===== config.mk =====
export PLATFORM = sky130hd
export DESIGN_NAME = dmc_top
export DESIGN_NICKNAME = d
export VERILOG_FILES = /design/src/logic/dmc_pkg.sv /design/src/logic/dmc_sync.sv /design/src/logic/dmc_delay.sv /design/src/logic/dmc_top.sv
export SDC_FILE = /design/constraint.sdc
export NUM_CORES = 1
export LEC_CHECK = 0
export ABC_AREA = 1
export BUFFER_PORTS_ARGS = -buffer_cell sky130_fd_sc_hd__buf_2
export CAP_MARGIN = 20
export CELL_PAD_IN_SITES_DETAIL_PLACEMENT = 1
export CELL_PAD_IN_SITES_GLOBAL_PLACEMENT = 2
export CORE_ASPECT_RATIO = 0.75
export CORE_UTILIZATION = 37
export DETAILED_ROUTE_END_ITERATION = 10
export GPL_TIMING_DRIVEN = 0
export PLACE_DENSITY_LB_ADDON = 0.08
export SLEW_MARGIN = 25
export SYNTH_ARGS = -nofsm -noshare
export SYNTH_HDL_FRONTEND = slang
export SYNTH_SLANG_ARGS = --single-unit

===== constraint.sdc =====
create_clock -name sys_clk -period 5.6 [get_ports sys_clk]
set_clock_uncertainty 0.1 [all_clocks]
set_input_delay 0.56 -clock sys_clk [delete_from_list [all_inputs] [get_ports sys_clk]]
set_output_delay 0.56 -clock sys_clk [all_outputs]
set_load 0.01 [all_outputs]

===== src/logic/dmc_pkg.sv =====
// Shared constants, types and field layout for the DDR4 mode configuration block
`default_nettype none
package dmc_pkg;

    // Link command codes as decoded from the command pins
    typedef enum logic [2:0] {
        CMD_NOP  = 3'h0,
        CMD_MRS  = 3'h1,
        CMD_ACT  = 3'h2,
        CMD_RD   = 3'h3,
        CMD_WR   = 3'h4,
        CMD_SYNC = 3'h5
    } dmc_cmd_t;

    typedef enum logic [1:0] {
        T_PARK = 2'h0,
        T_NOM  = 2'h1,
        T_WR   = 2'h2
    } dmc_term_t;

    typedef struct packed {
        logic        csN;
        dmc_cmd_t    cmd;
        logic        grpSel;
        logic [1:0]  bank;
        logic [13:0] addr;
        logic        die_termination_input;
        logic        pdaSelN;
    } dmc_link_t;

    typedef struct packed {
        logic [1:0] drvImp;
        logic       outOff;
        dmc_term_t  termSrc;
        logic [2:0] termVal;
        logic       strobeTermEn;
        logic       dmEn;
        logic       wrDbiEn;
        logic       rdDbiEn;
        logic [3:0] burstUi;
        logic       wrPre2;
        logic       rdPre2;
        logic       quarterRate;
    } dmc_cfg_t;

    // Mode register indices on {group_select_bit, bank}
    localparam logic [2:0] MRI_0 = 3'h0;
    localparam logic [2:0] MRI_1 = 3'h1;
    localparam logic [2:0] MRI_2 = 3'h2;
    localparam logic [2:0] MRI_3 = 3'h3;
    localparam logic [2:0] MRI_RSVD = 3'h7;
    localparam logic [13:0] MR_RST = 14'h0000;
    localparam logic [13:0] MR1_RST = 14'h0001;

    // Field positions
    localparam int MR0_CL = 4;
    localparam int MR1_DLL = 0;
    localparam int MR1_DRV = 1;
    localparam int MR1_AL = 3;
    localparam int MR1_WLEV = 7;
    localparam int MR1_NOM = 8;
    localparam int MR1_TERMINATION_STROBE = 11;
    localparam int MR1_QOFF = 12;
    localparam int MR2_CWL = 3;
    localparam int MR2_RTTWR = 9;
    localparam int MR2_CRC = 12;
    localparam int MR3_GEAR = 3;
    localparam int MR3_PDA = 4;
    localparam int MR3_TEMP = 5;
    localparam int MR3_WCL = 9;
    localparam int MR4_RPRE = 11;
    localparam int MR4_WPRE = 12;
    localparam int MR5_PARK = 6;
    localparam int MR5_DM = 10;
    localparam int MR5_WDBI = 11;
    localparam int MR5_RDBI = 12;

    // Latency arithmetic, in link clocks
    localparam logic [5:0] CL_BASE = 6'h09;
    localparam logic [5:0] CWL_BASE = 6'h09;
    localparam logic [5:0] AL_SUB1 = 6'h01;
    localparam logic [5:0] AL_SUB2 = 6'h02;
    localparam logic [1:0] AL_M1 = 2'h1;
    localparam logic [1:0] AL_M2 = 2'h2;
    localparam logic [2:0] CWL_LOW = 3'h0;
    localparam logic [3:0] BL_NORM = 4'h8;
    localparam logic [3:0] BL_CRC = 4'hA;

    // Register map, byte addresses
    localparam logic [7:0] REG_STATUS = 8'h00;
    localparam logic [7:0] REG_MRSEL = 8'h04;
    localparam logic [7:0] REG_MRDATA = 8'h08;
    localparam logic [7:0] REG_LAT = 8'h0C;
    localparam logic [7:0] REG_TEMP = 8'h10;
    localparam logic [7:0] REG_CTRL = 8'h14;
    localparam int CTRL_ORG = 0;
    localparam int CTRL_CLR = 1;

    // Temperature status freshness
    localparam int TEMP_MS = 32;
    localparam int SYS_HZ = 10_000_000;
    localparam int TEMP_CYC_DEF = TEMP_MS * (SYS_HZ / 1000);

endpackage
`default_nettype wire


===== src/logic/dmc_sync.sv =====
// Two-stage synchroniser for pins arriving from the link side
`timescale 1ns/10ps
`default_nettype none
module dmc_sync #(
    parameter int W = 1
) (
    input  wire logic         sys_clk,
    input  wire logic         arst_n,
    input  wire logic [W-1:0] din,
    output logic      [W-1:0] dout
);
    logic [W-1:0] meta_q;

    if (W < 1) begin : g_chk
        $error("dmc_sync width must be positive");
    end

    // First stage feeds only the second stage
    always_ff @(posedge sys_clk or negedge arst_n) begin
        if (!arst_n) begin
            meta_q <= '0;
            dout   <= '0;
        end else begin
            meta_q <= din;
            dout   <= meta_q;
        end
    end
endmodule
`default_nettype wire


===== src/logic/dmc_delay.sv =====
// Link-clock delay line with two programmable taps
`timescale 1ns/10ps
`default_nettype none
module dmc_delay #(
    parameter int DEPTH = 64,
    parameter int TW    = $clog2(DEPTH)
) (
    input  wire logic          sys_clk,
    input  wire logic          arst_n,
    input  wire logic          tick,
    input  wire logic          inPulse,
    input  wire logic [TW-1:0] tapA,
    input  wire logic [TW-1:0] tapB,
    output logic               outA,
    output logic               outB
);
    logic [DEPTH-1:0] line_q;

    if (DEPTH < 40) begin : g_chk
        $error("dmc_delay depth too small for the longest latency");
    end

    // Tap n fires n link clocks after the command's own link edge
    assign outA = tick & ((tapA == '0) ? inPulse : line_q[tapA - 1'b1]);
    assign outB = tick & ((tapB == '0) ? inPulse : line_q[tapB - 1'b1]);

    always_ff @(posedge sys_clk or negedge arst_n) begin
        if (!arst_n) begin
            line_q <= '0;
        end else if (tick) begin
            line_q <= {line_q[DEPTH-2:0], inPulse};
        end
    end
endmodule
`default_nettype wire


===== src/logic/dmc_top.sv =====
// Mode register store, link decode, termination and latency control
// Function
// - Driver impedance comes from mode register one bits 2:1.
// - Write termination applies during writes with die termination input high, even with nominal disabled.
// - Park termination applies whenever die termination input is low.
// - Reads and writes accepted with no activate check, issued after additive latency.
// - Read data delay is additive plus CAS read delay.
// - Write data delay is additive plus CAS write delay from bits 5:3, plus write command delay with CRC and masking on.
// - Output disable bit disconnects all data and strobe outputs.
// - Extra strobe pair gets same termination as data strobe pair.
// - Termination strobe enabled excludes byte masking and bus inversion.
// - Byte masking and write inversion exclusive; read inversion independent.
// - Mode commands to reserved index seven are ignored and counted as dropped.
// - Dynamic termination from bits 11:9; write leveling offers nominal or park only.
// - Write CRC stretches write bursts from eight to ten intervals.
// - Temperature status refreshed often enough to be at most 32 ms old.
// - Per-device mask gates mode commands within a shared rank.
// - Start in 1N; 2N needs mode command then sync pulse.
// - Write preamble one or two clocks; two needs CAS write above lowest.
// - Read preamble one or two clocks from mode register four.
`timescale 1ns/10ps
`default_nettype none
module dmc_top #(
    parameter int TEMP_CYC  = dmc_pkg::TEMP_CYC_DEF,
    parameter int LAT_DEPTH = 64
) (
    input  wire logic              sys_clk,
    input  wire logic              arst_n,
    input  wire logic [7:0]        avs_address,
    input  wire logic              avs_read,
    input  wire logic              avs_write,
    input  wire logic [31:0]       avs_writedata,
    output logic      [31:0]       avs_readdata,
    output logic                   avs_waitrequest,
    input  wire logic              linkClk,
    input  wire dmc_pkg::dmc_link_t linkPins,
    input  wire logic [1:0]        tempCode,
    output dmc_pkg::dmc_cfg_t      cfg,
    output logic                   rdIssue,
    output logic                   wrIssue,
    output logic                   rdData,
    output logic                   wrData
);
    import dmc_pkg::*;

    localparam int LW = $bits(dmc_link_t);
    localparam int TMRW = $clog2(TEMP_CYC + 1);

    if (TEMP_CYC < 2 || LAT_DEPTH < 40) begin : g_chk
        $error("dmc_top parameters out of range");
    end

    logic [13:0]     modeReg_q [0:7];
    logic            ack_q;
    logic            clkPrev_q;
    logic [2:0]      mrSel_q;
    logic            orgX8_q;
    logic [7:0]      ignCnt_q;
    logic            gearPend_q;
    logic            quarter_q;
    logic [2:0]      wrLeft_q;
    logic [TMRW-1:0] tmr_q;
    logic [1:0]      mprTemp_q;
    logic [31:0]     rdMux;
    logic [LW:0]     pinSync;
    dmc_link_t       lnk;
    dmc_cfg_t        cfg_d;
    logic            rdIssueP;
    logic            wrIssueP;
    logic            rdDataP;
    logic            wrDataP;

    // Avalon slave: one wait state, then the access completes
    wire logic busReq = avs_read | avs_write;
    wire logic busWr = avs_write & ack_q;
    assign avs_waitrequest = busReq & ~ack_q;

    always_ff @(posedge sys_clk or negedge arst_n) begin
        if (!arst_n) begin
            ack_q        <= 1'b0;
            avs_readdata <= 32'h0000_0000;
        end else begin
            ack_q <= busReq & ~ack_q;
            if (avs_read & ~ack_q) begin
                avs_readdata <= rdMux;
            end
        end
    end

    // Link pins, including the link clock, are oversampled by sys_clk
    dmc_sync #(
        .W (LW + 1)
    ) uSync (
        .sys_clk (sys_clk),
        .arst_n  (arst_n),
        .din     ({linkClk, linkPins}),
        .dout    (pinSync)
    );

    assign lnk = dmc_link_t'(pinSync[LW-1:0]);
    wire logic tick = pinSync[LW] & ~clkPrev_q;
    wire logic cmdValid = tick & ~lnk.csN;
    wire logic [2:0] mrIdx = {lnk.grpSel, lnk.bank};
    wire logic isMrs = cmdValid & (lnk.cmd == CMD_MRS);
    wire logic mrsRsvd = isMrs & (mrIdx == MRI_RSVD);
    wire logic pdaOn = modeReg_q[MRI_3][MR3_PDA];
    wire logic mrsSel = ~pdaOn | ~lnk.pdaSelN;
    wire logic mrsTake = isMrs & ~mrsRsvd & mrsSel;
    wire logic mrsDrop = isMrs & ~mrsTake;
    wire logic rdCmd = cmdValid & (lnk.cmd == CMD_RD);
    wire logic wrCmd = cmdValid & (lnk.cmd == CMD_WR);
    wire logic syncCmd = cmdValid & (lnk.cmd == CMD_SYNC);
    wire logic ignClr = busWr & (avs_address == REG_CTRL) & avs_writedata[CTRL_CLR];

    // Unused address bits are stored as given; the controller keeps them zero
    always_ff @(posedge sys_clk or negedge arst_n) begin
        if (!arst_n) begin
            for (int i = 0; i < 8; i++) begin
                modeReg_q[i] <= MR_RST;
            end
            modeReg_q[MRI_1] <= MR1_RST;
        end else if (mrsTake) begin
            modeReg_q[mrIdx] <= lnk.addr;
        end
    end

    // Field extraction
    wire logic [13:0] mr0 = modeReg_q[0];
    wire logic [13:0] mr1 = modeReg_q[1];
    wire logic [13:0] mr2 = modeReg_q[2];
    wire logic [13:0] mr3 = modeReg_q[3];
    wire logic [13:0] mr4 = modeReg_q[4];
    wire logic [13:0] mr5 = modeReg_q[5];
    wire logic [1:0] drvImp = mr1[MR1_DRV +: 2];
    wire logic dllOff = ~mr1[MR1_DLL];
    wire logic wlev = mr1[MR1_WLEV];
    wire logic [2:0] rttNom = mr1[MR1_NOM +: 3];
    wire logic [2:0] rttWr = mr2[MR2_RTTWR +: 3];
    wire logic [2:0] rttPark = mr5[MR5_PARK +: 3];
    wire logic [1:0] alCode = mr1[MR1_AL +: 2];
    wire logic [2:0] clCode = mr0[MR0_CL +: 3];
    wire logic [2:0] cwlCode = mr2[MR2_CWL +: 3];
    wire logic [1:0] wclCode = mr3[MR3_WCL +: 2];
    wire logic crcEn = mr2[MR2_CRC];
    wire logic tempEn = mr3[MR3_TEMP];

    // Latencies in link clocks, whole clocks only
    wire logic [5:0] casRd = CL_BASE + {3'h0, clCode};
    wire logic [5:0] casWr = CWL_BASE + {3'h0, cwlCode};
    wire logic [5:0] addLat = (alCode == AL_M1) ? casRd - AL_SUB1 :
                              (alCode == AL_M2) ? casRd - AL_SUB2 : 6'h00;
    wire logic [5:0] totRd = addLat + casRd;
    // Extra write command delay only counts when CRC and masking are both on
    wire logic [5:0] wclAdd = (crcEn & cfg_d.dmEn) ? {4'h0, wclCode} : 6'h00;
    wire logic [5:0] totWr = addLat + casWr + wclAdd;

    // Shared pin functions; masking wins if software asks for both
    wire logic tdqsEn = mr1[MR1_TERMINATION_STROBE] & orgX8_q;
    assign cfg_d.strobeTermEn = tdqsEn;
    assign cfg_d.dmEn = ~tdqsEn & mr5[MR5_DM];
    assign cfg_d.wrDbiEn = ~tdqsEn & ~cfg_d.dmEn & mr5[MR5_WDBI];
    assign cfg_d.rdDbiEn = ~tdqsEn & mr5[MR5_RDBI];
    assign cfg_d.burstUi = crcEn ? BL_CRC : BL_NORM;
    assign cfg_d.drvImp = drvImp;
    assign cfg_d.outOff = mr1[MR1_QOFF];
    assign cfg_d.wrPre2 = mr4[MR4_WPRE];
    assign cfg_d.rdPre2 = mr4[MR4_RPRE];
    assign cfg_d.quarterRate = quarter_q;
    wire logic preErr = cfg_d.wrPre2 & (cwlCode == CWL_LOW);

    // Termination: park when the input is low, write value inside a write burst
    // Dynamic termination in DLL-off relies on the controller zeroing rttWr
    wire logic wrWin = wrDataP | (wrLeft_q != 3'h0);
    wire logic wrTermOn = wrWin & (rttWr != 3'h0) & ~wlev;
    assign cfg_d.termSrc = ~lnk.die_termination_input ? T_PARK : wrTermOn ? T_WR : T_NOM;
    assign cfg_d.termVal = ~lnk.die_termination_input ? rttPark : wrTermOn ? rttWr : rttNom;

    // Command delay lines, stepped on each link rising edge
    dmc_delay #(
        .DEPTH (LAT_DEPTH)
    ) uRdLine (
        .sys_clk (sys_clk),
        .arst_n  (arst_n),
        .tick    (tick),
        .inPulse (rdCmd),
        .tapA    (addLat),
        .tapB    (totRd),
        .outA    (rdIssueP),
        .outB    (rdDataP)
    );

    dmc_delay #(
        .DEPTH (LAT_DEPTH)
    ) uWrLine (
        .sys_clk (sys_clk),
        .arst_n  (arst_n),
        .tick    (tick),
        .inPulse (wrCmd),
        .tapA    (addLat),
        .tapB    (totWr),
        .outA    (wrIssueP),
        .outB    (wrDataP)
    );

    always_ff @(posedge sys_clk or negedge arst_n) begin
        if (!arst_n) begin
            clkPrev_q <= 1'b0;
            cfg       <= '0;
            rdIssue   <= 1'b0;
            wrIssue   <= 1'b0;
            rdData    <= 1'b0;
            wrData    <= 1'b0;
        end else begin
            clkPrev_q <= pinSync[LW];
            cfg       <= cfg_d;
            rdIssue   <= rdIssueP;
            wrIssue   <= wrIssueP;
            rdData    <= rdDataP;
            wrData    <= wrDataP;
        end
    end

    // Write window lasts half the burst intervals in link clocks
    always_ff @(posedge sys_clk or negedge arst_n) begin
        if (!arst_n) begin
            wrLeft_q <= 3'h0;
        end else if (wrDataP) begin
            wrLeft_q <= cfg_d.burstUi[3:1];
        end else if (tick && wrLeft_q != 3'h0) begin
            wrLeft_q <= wrLeft_q - 3'h1;
        end
    end

    // Gear-down: arm on the mode command, switch on the following sync pulse
    always_ff @(posedge sys_clk or negedge arst_n) begin
        if (!arst_n) begin
            gearPend_q <= 1'b0;
            quarter_q  <= 1'b0;
        end else if (mrsTake && mrIdx == MRI_3) begin
            gearPend_q <= lnk.addr[MR3_GEAR] & ~quarter_q;
            quarter_q  <= quarter_q & lnk.addr[MR3_GEAR];
        end else if (syncCmd && gearPend_q) begin
            gearPend_q <= 1'b0;
            quarter_q  <= 1'b1;
        end
    end

    // Temperature status is sampled on enable and then every TEMP_CYC cycles
    always_ff @(posedge sys_clk or negedge arst_n) begin
        if (!arst_n) begin
            tmr_q     <= '0;
            mprTemp_q <= 2'h0;
        end else if (!tempEn) begin
            tmr_q <= '0;
        end else begin
            tmr_q <= (tmr_q == TMRW'(TEMP_CYC - 1)) ? '0 : tmr_q + 1'b1;
            if (tmr_q == '0) begin
                mprTemp_q <= tempCode;
            end
        end
    end

    // Dropped mode commands are counted; a drop with a same-cycle clear leaves a count of one
    always_ff @(posedge sys_clk or negedge arst_n) begin
        if (!arst_n) begin
            ignCnt_q <= 8'h00;
        end else if (mrsDrop) begin
            ignCnt_q <= ignClr ? 8'h01 : (ignCnt_q == 8'hFF) ? ignCnt_q : ignCnt_q + 8'h01;
        end else if (ignClr) begin
            ignCnt_q <= 8'h00;
        end
    end

    always_ff @(posedge sys_clk or negedge arst_n) begin
        if (!arst_n) begin
            mrSel_q <= 3'h0;
            orgX8_q <= 1'b0;
        end else if (busWr && avs_address == REG_MRSEL) begin
            mrSel_q <= avs_writedata[2:0];
        end else if (busWr && avs_address == REG_CTRL) begin
            orgX8_q <= avs_writedata[CTRL_ORG];
        end
    end

    // Unmapped addresses read as zero and ignore writes
    assign rdMux =
        (avs_address == REG_STATUS) ? {16'h0000, ignCnt_q, 3'h0, preErr, quarter_q,
                                       dllOff, cfg.outOff, cfg.strobeTermEn} :
        (avs_address == REG_MRSEL)  ? {29'h0000_0000, mrSel_q} :
        (avs_address == REG_MRDATA) ? {18'h0_0000, modeReg_q[mrSel_q]} :
        (avs_address == REG_LAT)    ? {12'h000, cfg.burstUi, 2'h0, totWr, 2'h0, totRd} :
        (avs_address == REG_TEMP)   ? {29'h0000_0000, tempEn, mprTemp_q} :
        (avs_address == REG_CTRL)   ? {31'h0000_0000, orgX8_q} : 32'h0000_0000;
endmodule
`default_nettype wire


==> results.ini <==
[finish]
area_growth_syn_to_layout_pct=17.1
fin_util_pct=43.9
fillers=5881
multi_input_area_um2=7650
layout-drive-gt1-share_pct=9.50
seqCellArea_um2=9190
nets=2551
final_cells=3133

[placement]
gp_congestion=0.861
dp_cells=3029
numPortBuffers=80
hpwl_mm=49.3
pre_cts_ws_ps=-129

[pwr]
p_comb_share_pct=17.1
swShare_pct=30.2
intPower_uw=4860
seqPwrFrac_pct=40.9
p_sw_uw=2100
p_per_area_nw_per_um2=325
ir_drop_mv=0.245
p_clk_share_pct=42.0
leakagePower_uw=0.00986

[sta]
fmax_mhz=191
worst_slew_pin_slew_ps=942
tns_ps=0
grt_setup_unrepaired=false
setup_ws_ps=374
fin_crit_ps=5230
max_slew_margin_pct=36.6
setup_viol_count_final=0
final-hold-violation-count=0
whs_ps=121
slew_viol_final=0
fin_crit_sh_pct=93.3

[worst_setup_path]
endpoint=cfg[11]$_DFF_PN0_
ff2ff_setup_slack_ps=370
cp_data_arrival_time_ps=5620
r2r_cells=25
crit_path_start_kind=register
worstSetupStartpoint=mr0[5]$_DFFE_PN0P_
cp.required_ps=5990
worstSetupPathType=reg -> reg
crit_fanout=10
reg2reg_to=cfg[11]$_DFF_PN0_
end_kind=register
r2r-start=mr0[5]$_DFFE_PN0P_

[die]
die_h_um=195
core_region_area_um2=48800
rows=70
die_w_um=259
start_util_pct=37.5
ioPinCount=126
die-area_um2=50400

[global_route]
grt_pass1_vias=17366
antenna_found_initial=3
grt_max_degree=94
track_usage_pct=27.4
overflow=0
grt_pass1_wl_mm=106

[clock_network]
clock_latency_ps=570
cts-root-buf=clkbuf_16
cts_tree=built
clock-sinks=367
cts_buffers=42
clkTransAtPathRegs_ps=60
cts_buffer_depth=3
htree_levels=2

[synth]
synth.distinct_cells=59
synth_ff_type=dfrtp_1
synth_area_um2=18300
ys_ff_latch=367
synth.most_common_cell=nand2_1
yosysSeqAreaShare_pct=50.2
synthTopCellsByArea=dfrtp_1 50%, o21ai_0 12%, nand2_1 11%, inv_1 4.7%, a21oi_1 4.6%
yosysTopAreaCellShare_pct=50.0
synth_edf_count=0
synth_cells=2282
async_reset_ff_share_pct=100
yosys_warnings=0
yosys.area.top_type=dfrtp_1
avgSynthCellArea_um2=8.02
ys_top_cells_by_count=513 x nand2_1, 450 x o21ai_0, 366 x dfrtp_1, 231 x inv_1, 169 x a21oi_1

[run_status]
outcome=finished clean

[drt]
drt_pre_antenna_iters=5
wirelength_mm=67.7
route.detailed.drc=0
wire_per_inst_um=21.6
final_antenna_net_count=0
via_per_inst=5.42
vias=16979
drt_iter0_drc=1475

[min_path]
hold_path.class=in -> reg

[job]
drv_cap=0

through the flow:
stage	power, uW	instance area [um2]
floorplan	3560	18400
global placement	4000	19600
detailed placement	4040	19700
CTS	7000	21400
global route	7280	21400
finish	6960	21400
sequential cells by signal, indices dropped and copies added, names as in the netlist, 17 cells and up:
| name | flops |
|---|---|
| uRdLine.line_q | 64 |
| uWrLine.line_q | 64 |
| modeReg_q | 28 |
| uSync.dout | 24 |
| uSync.meta_q | 24 |
| tmr_q | 19 |
| avs_readdata | 18 |
| cfg | 17 |
layout by cell type (no fill, tap or decap), drive strengths merged, types with 5 or more instances in the layout:
cell,n
nand2,525
o21ai,457
dfrtp,366
inv,232
a21oi,172
clkbuf,158
buf,126
nand3,123
nor2,109
ha,26
dlygate4sd3,25
nand4,20
conb,17
clkinv,17
nor3,15
o211ai,10
o22ai,10
a22oi,10
nor3b,6
nor4,5
a31oi,5
o311ai,5
bufinv,5
critical path, cell delays in order, from the launching register on:
cell	delay [ps]
dfrtp_1	450
ha_1	380
inv_1	120
nand2_1	130
nand3_1	230
fa_1	590
inv_1	70
fa_1	530
inv_1	140
ha_1	310
buf_2	230
clkinvlp_4	150
buf_2	230
a21oi_1	130
o21ai_0	110
nand2_1	110
nand2_1	60
nand3_1	130
nand3_1	90
nand3b_1	90
nand3_1	60
nand2_1	140
nand2_1	210
nand2_1	190
nand3_1	90
nand3_1	90
how the worst min path moves through the flow:
stage / slack [ps] / start / cells after the start / to
2_1_floorplan: 160 / arst_n / 0 / ack_q$_DFF_PN0_
3_3_place_gp: 230 / uSync.meta_q[11]$_DFF_PN0_ / 0 / uSync.dout[11]$_DFF_PN0_
3_5_place_dp: 240 / uSync.meta_q[19]$_DFF_PN0_ / 0 / uSync.dout[19]$_DFF_PN0_
4_1_cts: 100 / tempCode[0] / 2 / mprTemp_q[0]$_DFFE_PN0P_
5_1_grt: 110 / tempCode[0] / 2 / mprTemp_q[0]$_DFFE_PN0P_
6_report: 120 / tempCode[0] / 2 / mprTemp_q[0]$_DFFE_PN0P_
cell families (layout without fill, tap and decap cells):
group	count (synthesis)	count (layout)	synth area share [%]
AO/OA/AOI/OAI	684	684	19.6
XOR/XNOR	8	8	0.588
adder cells (fa/ha/maj)	28	28	2.00
buffers and inverters	380	567	8.37
flip-flops	367	367	50.2
multiplexers	2	2	0.123
other	2	18	0.0410
AND/OR/NAND/NOR	811	811	19.1
cell type report:
cell class	count	share of cell area [%]
Antenna cell	1	0.0117
Buffer	142	2.98
Clock buffer	54	5.54
Clock inverter	21	1.22
Inverter	237	4.19
Multi-Input combinational cell	1550	35.7
Sequential cell	367	42.8
Tap cell	648	3.78
Timing Repair Buffer	113	3.74
power groups by stage:
stage	logic, uW	clock network [uW]	registers [uW]
floorplan	694	0	2870
global placement	1110	0	2890
detailed placement	1150	0	2890
CTS	1170	2990	2840
global route	1330	3090	2860
finish	1190	2930	2850
per-layer routing:
metal	GRT usage, %	vias to the layer above	share of wire [%]
met3	4.17	65	6.0
met2	38.2	406	41
met4	5.22	0	1.3
li1	-	7870	-
met5	0	-	0
met1	44.0	8638	52
what timing repair did:
item | CTS | global route
setup buffers | 0 | 4
hold buffers | 25 | 0
endpoints found under the hold margin | 57 | 0
gates resized for setup | 0 | 5
setup endpoints to repair | 1 | 8
gates cloned | 0 | 0
No activity file was read; power rests on OpenSTA's default activity.
